--- config.mk ---
export PLATFORM = sky130hd
export DESIGN_NAME = crs_reset_sequencer
export DESIGN_NICKNAME = d
export VERILOG_FILES = /design/src/core/crs_pkg.sv /design/src/core/crs_reset_sequencer.sv /design/src/core/crs_counter.sv
export VERILOG_INCLUDE_DIRS = /design/src /design/src/core
export SDC_FILE = /design/constraint.sdc
export NUM_CORES = 1
export LEC_CHECK = 0
export ABC_AREA = 1
export ABC_CLOCK_PERIOD_IN_PS = 3700
export BUFFER_PORTS_ARGS = -buffer_cell sky130_fd_sc_hd__clkbuf_2
export CAP_MARGIN = 0
export CORE_ASPECT_RATIO = 1.2
export CORE_MARGIN = 2
export CORE_UTILIZATION = 54
export CTS_BUF_LIST = sky130_fd_sc_hd__clkbuf_16
export DETAILED_ROUTE_END_ITERATION = 7
export GPL_TIMING_DRIVEN = 0
export PLACE_DENSITY = 0.83
export SLEW_MARGIN = 10
export SYNTH_ARGS = -nofsm -noshare
export SYNTH_HDL_FRONTEND = slang
export SYNTH_SLANG_ARGS = --single-unit
--- constraint.sdc ---
create_clock -name sys_clk -period 3.7 [get_ports sys_clk]
set_clock_uncertainty 0.15 [all_clocks]
set_input_delay 0 -clock sys_clk [delete_from_list [all_inputs] [get_ports sys_clk]]
set_output_delay 0 -clock sys_clk [all_outputs]
set_load 0.1 [all_outputs]
--- src/core/crs_defs.svh ---
// constants for the cpu reset sequencer
`ifndef CRS_DEFS_SVH
`define CRS_DEFS_SVH
`define CRS_START_VECTOR 16'h000c
`define CRS_FILTER_CLKS 4
`define CRS_LATCH_CLK 5
`define CRS_HOLD_CLKS 18
`define CRS_FETCH_MIN 5
`define CRS_FETCH_MAX 10
`define CRS_CIRCUIT_CLKS 4
`define CRS_MIN_HOLD_SCP 21
`endif

--- src/core/crs_pkg.sv ---
// types for the cpu reset sequencer
package crs_pkg;
  typedef enum logic [2:0] {
    CRS_IDLE = 3'b000,
    CRS_FILT = 3'b001,
    CRS_HOLD = 3'b011,
    CRS_WAIT = 3'b010,
    CRS_FETCH = 3'b110
  } crs_state_t;
  typedef enum logic [1:0] {
    CRS_SRC_POR = 2'h0,
    CRS_SRC_PIN = 2'h1,
    CRS_SRC_WDT = 2'h2,
    CRS_SRC_STOP = 2'h3
  } crs_src_t;
endpackage

--- src/core/crs_reset_sequencer.sv ---
// reset sequencer: source gathering, pin filter, hold, strobes, start vector
`timescale 1ns/10ps
`include "crs_defs.svh"
// Functional notes
// (RULE1) four reset sources accepted: power-on, pin, watchdog, stop-mode recovery
// (RULE2) active reset overrides everything and puts the core in a known state
// (RULE3) outside party holds pin low at least 21 clocks or 5 crystal cycles
// (RULE4) power-on, pin, or run/halt watchdog resets restore control register defaults
// (RULE5) stop recovery or stop-mode watchdog keep control registers unchanged
// (RULE6) during pin reset address strobe toggles, data strobe low, read/write high
// (RULE7) reset loads program counter with 000Ch and defaults control state
// (RULE8) general-purpose registers are never touched by reset
// (RULE9) pin assertions shorter than four clocks are filtered out
// (RULE10) fifth clock latches reset, held 18 clocks or pin duration, longer wins
// (RULE11) fetch from 000Ch starts 5 to 10 clocks after release
// (RULE12) pin is sampled on the clock; four clocks reset circuitry after detection
// (RULE13) all sources merge into one request with the firing source recorded; the pin is not in otherReq and enters through the filter
module crs_reset_sequencer #(
  parameter int FETCH_DELAY = `CRS_FETCH_MIN
) (
  // clock and reset
  input wire logic sys_clk,
  input wire logic rst,
  // reset sources
  input wire logic powerOnReq,
  input wire logic resetPin_n,
  input wire logic watchdogTimeout,
  input wire logic stopRecovery,
  input wire logic inStopMode,
  // core control
  output logic coreReset,
  output logic ctrlDefaultLoad,
  output logic pcLoad,
  output logic [15:0] pcValue,
  output logic fetchStart,
  output crs_pkg::crs_src_t lastSource,
  // external memory strobes
  output logic address_strobe_n,
  output logic data_strobe_n,
  output logic readWrite
);
  import crs_pkg::*;
  typedef struct packed {
    crs_state_t state;
    logic pinHeld;
    logic defaults;
    crs_src_t src;
    logic coreReset;
    logic ctrlDefaultLoad;
    logic pcLoad;
    logic fetchStart;
    logic asN;
    logic dsN;
  } crs_st_t;
  crs_st_t st;
  crs_st_t next_st;
  logic [4:0] cnt;
  logic cntClear;
  logic pinLow;
  logic otherReq;
  initial begin
    if (FETCH_DELAY < `CRS_FETCH_MIN || FETCH_DELAY > `CRS_FETCH_MAX) $error("fetch delay out of range");
  end
  crs_counter #(.WIDTH(5)) uCnt (
    .sys_clk(sys_clk),
    .rst(rst),
    .clear(cntClear),
    .enable(1'b1),
    .count(cnt)
  );
  // pin is taken as synchronous to sys_clk
  assign pinLow = !resetPin_n; // RULE12
  assign otherReq = powerOnReq || watchdogTimeout || stopRecovery; // RULE1 RULE13
  always_comb begin
    next_st = st;
    cntClear = 1'b0;
    next_st.ctrlDefaultLoad = 1'b0;
    next_st.pcLoad = 1'b0;
    next_st.fetchStart = 1'b0;
    case (st.state)
      CRS_IDLE: begin
        cntClear = 1'b1;
        if (otherReq) begin
          // internal sources skip the pin filter
          next_st.state = CRS_HOLD; // RULE2
          next_st.pinHeld = 1'b0;
          if (powerOnReq) begin // RULE4
            next_st.src = CRS_SRC_POR;
            next_st.defaults = 1'b1;
          end else if (watchdogTimeout) begin // RULE5
            next_st.src = CRS_SRC_WDT;
            next_st.defaults = !inStopMode;
          end else begin
            next_st.src = CRS_SRC_STOP;
            next_st.defaults = 1'b0;
          end
        end else if (pinLow) begin
          next_st.state = CRS_FILT;
        end
      end
      CRS_FILT: begin
        if (!pinLow) begin
          next_st.state = CRS_IDLE; // RULE9
        end else if (cnt == 5'(`CRS_LATCH_CLK - 2)) begin
          // fifth clock since detection latches the reset
          cntClear = 1'b1;
          next_st.state = CRS_HOLD; // RULE10
          next_st.pinHeld = 1'b1;
          next_st.src = CRS_SRC_PIN;
          next_st.defaults = 1'b1; // RULE4
        end
      end
      CRS_HOLD: begin
        next_st.coreReset = 1'b1; // RULE2
        next_st.asN = !st.asN; // RULE6
        next_st.dsN = 1'b0; // RULE6
        next_st.pcLoad = 1'b1; // RULE7
        next_st.ctrlDefaultLoad = st.defaults; // RULE4 RULE5 RULE8
        if (cnt >= 5'(`CRS_HOLD_CLKS - 1) && !(st.pinHeld && pinLow)) begin
          cntClear = 1'b1;
          next_st.state = CRS_WAIT; // RULE10
        end
      end
      CRS_WAIT: begin
        next_st.coreReset = 1'b0;
        next_st.asN = 1'b1;
        next_st.dsN = 1'b1;
        if (cnt == 5'(FETCH_DELAY - 1)) begin
          next_st.state = CRS_FETCH;
          next_st.fetchStart = 1'b1; // RULE11
        end
      end
      CRS_FETCH: begin
        next_st.state = CRS_IDLE;
      end
      default: begin
        next_st.state = CRS_IDLE;
      end
    endcase
  end
  always_ff @(posedge sys_clk or posedge rst) begin
    if (rst) begin
      st <= '{state: CRS_IDLE, pinHeld: 1'b0, defaults: 1'b1, src: CRS_SRC_POR,
              coreReset: 1'b1, ctrlDefaultLoad: 1'b0, pcLoad: 1'b0, fetchStart: 1'b0,
              asN: 1'b1, dsN: 1'b1};
    end else begin
      st <= next_st;
    end
  end
  assign coreReset = st.coreReset;
  assign ctrlDefaultLoad = st.ctrlDefaultLoad;
  assign pcLoad = st.pcLoad;
  assign pcValue = `CRS_START_VECTOR; // RULE7
  assign fetchStart = st.fetchStart;
  assign lastSource = st.src;
  assign address_strobe_n = st.asN;
  assign data_strobe_n = st.dsN;
  assign readWrite = 1'b1; // RULE6

  a_short_glitch: assert property (@(posedge sys_clk) disable iff (rst) // RULE9
    st.state == CRS_FILT && !pinLow |=> st.state == CRS_IDLE)
    else $error("short pin pulse started reset");
  a_fifth_latch: assert property (@(posedge sys_clk) disable iff (rst) // RULE10
    (st.state == CRS_IDLE && !otherReq && pinLow) ##1 pinLow [*4] |=> st.state == CRS_HOLD)
    else $error("reset not latched on fifth clock");
  a_hold_min: assert property (@(posedge sys_clk) disable iff (rst) // RULE10
    $rose(st.state == CRS_HOLD) |-> ##1 coreReset [*8] ##1 coreReset [*8] ##1 coreReset [*2])
    else $error("reset hold too short");
  a_hold_pin: assert property (@(posedge sys_clk) disable iff (rst) // RULE10
    st.state == CRS_HOLD && st.pinHeld && pinLow |=> st.state == CRS_HOLD)
    else $error("reset released while pin low");
  a_strobe_pattern: assert property (@(posedge sys_clk) disable iff (rst) // RULE6
    st.state == CRS_HOLD && $past(st.state) == CRS_HOLD |-> coreReset && !data_strobe_n && readWrite &&
      address_strobe_n != $past(address_strobe_n))
    else $error("strobe pattern wrong in reset");
  a_fetch_window: assert property (@(posedge sys_clk) disable iff (rst) // RULE11
    $fell(coreReset) |-> ##[4:9] fetchStart)
    else $error("fetch not in window");
  a_pc_vector: assert property (@(posedge sys_clk) disable iff (rst) // RULE7
    pcLoad |-> pcValue == 16'h000c && coreReset)
    else $error("bad start vector");
  a_stop_keep: assert property (@(posedge sys_clk) disable iff (rst) // RULE5
    st.state == CRS_IDLE && !powerOnReq && ((watchdogTimeout && inStopMode) || (!watchdogTimeout && stopRecovery))
      |-> ##2 !ctrlDefaultLoad [*8])
    else $error("defaults loaded after stop recovery");
  a_por_default: assert property (@(posedge sys_clk) disable iff (rst) // RULE4
    st.state == CRS_IDLE && powerOnReq |-> ##2 ctrlDefaultLoad && lastSource == CRS_SRC_POR)
    else $error("power-on did not load defaults");
  c_pin_reset: cover property (@(posedge sys_clk) disable iff (rst)
    st.state == CRS_FILT ##1 st.state == CRS_HOLD);
  c_glitch: cover property (@(posedge sys_clk) disable iff (rst)
    st.state == CRS_FILT ##1 st.state == CRS_IDLE);
  c_stop_wdt: cover property (@(posedge sys_clk) disable iff (rst)
    st.state == CRS_IDLE && watchdogTimeout && inStopMode);
  c_fetch: cover property (@(posedge sys_clk) disable iff (rst) fetchStart);
endmodule

--- src/core/crs_counter.sv ---
// saturating up counter with synchronous clear
`timescale 1ns/10ps
module crs_counter #(
  parameter int WIDTH = 5
) (
  // clock and reset
  input wire logic sys_clk,
  input wire logic rst,
  // control
  input wire logic clear,
  input wire logic enable,
  // count
  output logic [WIDTH-1:0] count
);
  typedef struct packed {
    logic [WIDTH-1:0] cnt;
  } crs_cnt_t;
  crs_cnt_t st;
  crs_cnt_t next_st;
  initial begin
    if (WIDTH < 4) $error("crs_counter width too small");
  end
  always_comb begin
    next_st = st;
    if (clear) begin
      next_st.cnt = '0;
    end else if (enable && st.cnt != {WIDTH{1'b1}}) begin
      next_st.cnt = st.cnt + 1'b1;
    end
  end
  always_ff @(posedge sys_clk or posedge rst) begin
    if (rst) begin
      st <= '0;
    end else begin
      st <= next_st;
    end
  end
  assign count = st.cnt;
endmodule

# After elaboration in Yosys (flattened, before gate mapping)
# Cells that the tools add are included.
[totals] regBits=18 inputBits=7 output_inout_bits=25 elab_cells=63
[classes] add_sub_neg=1 order_cmp=1 n_eq_ne=13 muxes=23 reduce_logical=14
[op_table] cell="2-to-1 mux 3 bit" n=7
[op_table] cell="case mux 3 bit (4 select lines)" n=1
[op_table] cell="2-to-1 mux 5 bit" n=2
[op_table] cell="!= test 2 bit (second input constant)" n=5
[op_table] cell="2-to-1 mux 4 bit" n=2
[op_table] cell="case mux 4 bit (2 select lines)" n=1
[op_table] cell="AND reduction 4 bit" n=2
[op_table] cell="2-to-1 mux 7 bit" n=1
[op_table] cell="equality test 3 x 2 -> 1 bit (second input constant)" n=2
[op_table] cell="!= test 3 bit (second input constant)" n=2
[op_table] cell="nonzero test 2 bit" n=3
[op_table] cell="adder 5 x 1 -> 5 bit (second input constant)" n=1
[op_table] cell="equality test 5 x 2 -> 1 bit (second input constant)" n=1
[op_table] cell="equality test 5 x 3 -> 1 bit (second input constant)" n=1
[op_table] cell=">= comparator 5 bit (second input constant)" n=1
[op_table] cell="2-to-1 mux 1 bit" n=5
[op_table] cell="!= test 5 bit (second input constant)" n=1
[op_table] cell="logical NOT 1 bit" n=4
[op_table] cell="case mux 2 bit (2 select lines)" n=1
[op_table] cell="equality test 3 x 1 -> 1 bit (second input constant)" n=1
[op_table] cell="logical NOT 3 bit" n=1
[op_table] cell="case mux 1 bit (3 select lines)" n=1
[op_table] cell="logical AND 1 bit" n=2
[op_table] cell="logical OR 1 bit" n=2
[op_table] cell="2 further kinds" n=2

# Depth between registers and ports, before layout
[depth] depth_word=7 mapped_depth=9 depth_no_buf=9

# Hierarchy
# From an unflattened synthesis, not the netlist that was laid out.
[unflattened] hier_cells=143 hier_area_um2=1052.3
[modules_own_cells] mod="crs_reset_sequencer" instances=1 cells_per_inst=107 area_each_um2=784.5 seq_area_each_um2=330.3
[modules_own_cells] mod="crs_counter" instances=1 cells_per_inst=36 area_each_um2=267.8 seq_area_each_um2=125.1

# Least setup slack after synthesis
# OpenSTA, ideal clock, no wires.
[synth_path] kind="reg2reg" startpoint="register uCnt.st (netlist bit uCnt.count[0])" endpoint="register uCnt.st (netlist bit uCnt.count[3])" setup_time_ns=0.126 t_arrival_ns=1.321 required_ns=3.424 setup_slack_ns=2.104 path_stages_with_launch=9 n_path_buf=0 period_less_slack_ns=1.596 cell_sequence="dfrtp_1 -> ha_1 -> nand2_1 -> nor2_1 -> ha_1 -> inv_1 -> nand4_1 -> xor2_1 -> nor2_1"
[synth_via] elab_chain_len=5 elab_cells_between_ends=12 classes_between="add/sub: 1; order compare: 1; eq/ne: 2; mux: 6; reduce/logical: 2"
[synth_lines] item="start: declaration" line="crs_counter.sv:18" rtl="crs_cnt_t st;"
[synth_lines] item="start signal: assignment" line="crs_counter.sv:35" rtl="st <= next_st;"
[synth_lines] item=">= comparator 5 bit / equality test 5 x 2 -> 1 bit (equally long branches)" line="crs_reset_sequencer.sv:119, crs_reset_sequencer.sv:104"
[synth_lines] item="logical AND 1 bit / 2-to-1 mux 1 bit (equally long branches)" line="crs_reset_sequencer.sv:119, crs_reset_sequencer.sv:104"
[synth_lines] item="2-to-1 mux 1 bit (on tied branches)" line="crs_reset_sequencer.sv:119, crs_reset_sequencer.sv:102"
[synth_lines] item="case mux 1 bit (3 select lines)" line="crs_reset_sequencer.sv:80" rtl="case (st.state)"
[synth_lines] item="2-to-1 mux 5 bit / nonzero test 2 bit (equally long branches)"
# Parallel ways exist; a longest one is shown, timed or not. The select of a mux whose other input is x is not followed.
# A chain may end at the register's enable or synchronous reset.

# Final worst setup path
[layout_path] startpoint="register st[10] in the netlist's numbering" endpoint="register st[8] in the netlist's numbering"
[layout_via] elab_chain_len=3 elab_cells_between_ends=8 classes_between="eq/ne: 4; mux: 1; reduce/logical: 3"
[layout_lines] item="start: declaration" line="crs_reset_sequencer.sv:55" rtl="crs_st_t st;"
[layout_lines] item="start signal: assignment" line="crs_reset_sequencer.sv:143" rtl="st <= '{state: CRS_IDLE, pinHeld: 1'b0, defaults: 1'b1, src: CRS_SRC_POR,"
[layout_lines] item="start signal: assignment" line="crs_reset_sequencer.sv:147" rtl="st <= next_st;"
[layout_lines] item="equality test 3 x 1 -> 1 bit / logical NOT 3 bit (equally long branches)" line="crs_reset_sequencer.sv:80"
[layout_lines] item="!= test 2 bit (no line) / nonzero test 2 bit (equally long branches)"
[layout_lines] item="AND reduction 4 bit (no line)"
# Parallel ways exist; a longest one is shown, timed or not.

==> impl_metrics.yaml <==
clock_network:
  cts.sinks: 18
  clock_tree.htree_level_count: 1
  ctsHoldBuffers: 9
  cts_tree: "yes"
  cts_inserted_buffers: 3
  cts_setup_buffers: 0
  insertion_delay_ns: 0.25
  largest_buffer_count_on_any_clock_path: 2
  cts_resized: 0
  cts.reportedPaths.clkPinSlew_ns: 0.05
  cts_root_buffer: "clkbuf_16"
pwr:
  irDropWorstVdd_mv: 0.534
  power_leakage_nw: 0.787
  cellPowerDensity_mw_per_mm2: 871
grt:
  layer_carrying_the_most_global_route_usage: "met2"
  gr-usage-met1_pct: 21.9
  grt_remaining_overflow: 0
  first_global_vias: 896
  gr-usage-met3_pct: 3.45
  largest_net_degree_at_the_start_of_global_routing: 19
  grt_pass1_wl_um: 3590
  antenna_found_initial: 0
  global_route.usage.met2_pct: 39.6
  grt_overall_usage_pct: 21.3
floorplan:
  die-area_mm2: 0.00235
  coreArea_mm2: 0.00185
  fp-row-count: 17
  io_pins: 32
  initial_utilization_pct: 57.7
  die_height_um: 52.7
  die_x_um: 44.6
final_layout:
  mostFrequentLayoutCell: "nand2_1"
  diodes: 0
  final_cell_mix: "nand2_1 (23), buf_4 (19), inv_1 (18), conb_1 (17), nor2_1 (16)"
  synthToLayoutAreaGrowth_pct: 29.9
  design.final.nets: 186
  layout-drive-gt1-share_pct: 25.3
sta:
  grt_setup_unrepaired: "no"
  fin_hold_ws_ns: 0.0609
  slew_headroom_pct: 55.1
  finalSetupViolCount: 0
  layout_min_cycle_time_ns: 2.55
  total_negative_setup_slack_ns: 0
  period_utilization_pct: 68.8
  timing.final.ws_setup_ns: 1.15
  final_hold_violation_count: 0
  final_max_slew_viol_count: 0
  worst_margin_slew_ns: 0.672
  fmax_ghz: 0.393
placement:
  pre_cts_slack_ns: 1.97
  hpwlAfterDp_um: 1540
  final_replace_weighted_congestion: 0.802
  port_buffers: 14
setup_path:
  worst-endpoint-required_ns: 3.72
  worstRegToRegCells: 8
  crit_path_max_fanout: 4
  timing.critical_path.to_type: "flip-flop"
  setup_crit_start_kind: "flip-flop"
  critical_path_class: "flip-flop to flip-flop"
  worst-endpoint-arrival_ns: 2.57
synthesis:
  synth.cell_area_mm2: 0.00107
  syn_inst: 132
  number_of_distinct_standard_cells_referenced_by_the_synthesized_netlist: 20
  synth_seq_area_share_pct: 42.6
  ys_warnings: 0
  synth.avg_cell_area_um2: 8.09
  postSynthRegisterBits: 18
job:
  cap_violations: 0
min_path:
  path_class_of_the_lowest_slack_min_delay_path: "primary input to flip-flop"
  worst_hold_path.num_cells: 5
route:
  antenna_violating_nets_post_route: 0
  detailedRoute.firstIterationViolations: 23
  viasPerCell: 4.70
  post-route-drc-count: 0
  detailroute.via_count: 907
  postRouteWirelength_um: 2220
  avgRoutedWirePerCell_um: 11.5
  dr.pass1.iters: 4
outcome:
  status: "complete, no violations"
==> power breakdown <==
group | switching (W) | total (W) | internal (W)
Sequential | 0.0000580 | 0.000341 | 0.000282
Combinational | 0.000490 | 0.000651 | 0.000161
Clock | 0.0000731 | 0.000217 | 0.000144
==> metrics by stage <==
| stage | instance area [um^2] | util, % | instances | total power (W) |
|---|---|---|---|---|
| floorplan | 1120 | - | 147 | 0.000881 |
| global placement | 1220 | 65.9 | 180 | 0.000951 |
| detailed placement | 1220 | 65.9 | 180 | 0.000970 |
| CTS | 1390 | 75.0 | 193 | 0.00120 |
| global route | 1390 | 75.0 | 193 | 0.00128 |
| finish | 1390 | 75.0 | 193 | 0.00121 |
==> cell usage after synthesis <==
library cell  number  area (um^2)
o21ai_2            1         8.76
o211ai_2           1         12.5
xor2_1             3         26.3
dfrtp_1           14          350
inv_1             18         67.6
nand4_1            1         6.26
nor2_2             2         12.5
conb_1             2         7.51
dfstp_2            4          105
nor2_1            16         60.1
o21bai_1           1         7.51
nor3_1             5         25.0
mux2i_1            2         20.0
nand3_1            8         40.0
nand2_1           23         86.3
a21oi_1            5         25.0
o21ai_0            2         10.0
ha_1               4         50.1
buf_4             19          143
o21ai_1            1         5.00
==> cell families (layout without fill, tap and decap cells) <==
logic type,Yosys count,in the layout,synth area share (%)
flops,18,18,42.6
mux,2,2,1.87
xor+xnor,3,3,2.46
fa+ha+maj,4,4,4.68
other cells,2,17,0.703
buf+inv,37,64,19.7
compound gates,11,11,6.44
simple gates,55,55,21.5
==> routing by layer <==
layer,routed length [um],up-vias
li1,-,456
met1,809,417
met2,1270,29
met3,99,5
met4,40,0
met5,0,-
==> path summary, 6_finish.rpt <==
check / from / to / slack [ns]
setup / recovery: st[10] / st[8] / 1.15
hold / removal: stopRecovery / st[11] / 0.06
setup reg to reg: st[10] / st[8] / 1.15
hold reg to reg: data_strobe_n / data_strobe_n / 0.31
max in group asynchronous: rst / uCnt.count[1] / 2.73
min in group asynchronous: rst / fetchStart / 0.24
==> cell type report <==
type / instances / area (um^2)
clock buffer: 3 / 75.1
multi-input combinational: 92 / 459
inverter: 18 / 67.6
tap: 19 / 23.8
sequential: 18 / 455
clock inverter: 1 / 3.75
buffer: 19 / 143
fill: 133 / 463
timing repair buffer: 23 / 160
==> state kept, by name, summed over array words and instances (netlist names) <==
name,flops
st,5
uCnt.count,5
lastSource,2
address_strobe_n,1
coreReset,1
ctrlDefaultLoad,1
data_strobe_n,1
fetchStart,1
pcLoad,1
==> critical path: stages, from the launching register on <==
cell and delay (ns):
dfrtp_1 0.41, inv_1 0.13, nand3_1 0.19, nor2_2 0.22, nand3_1 0.12, nor2_1 0.09
dlygate4sd3_1 0.55, a21oi_1 0.04, dlygate4sd3_1 0.57
Power figures use the tool's default switching activity.
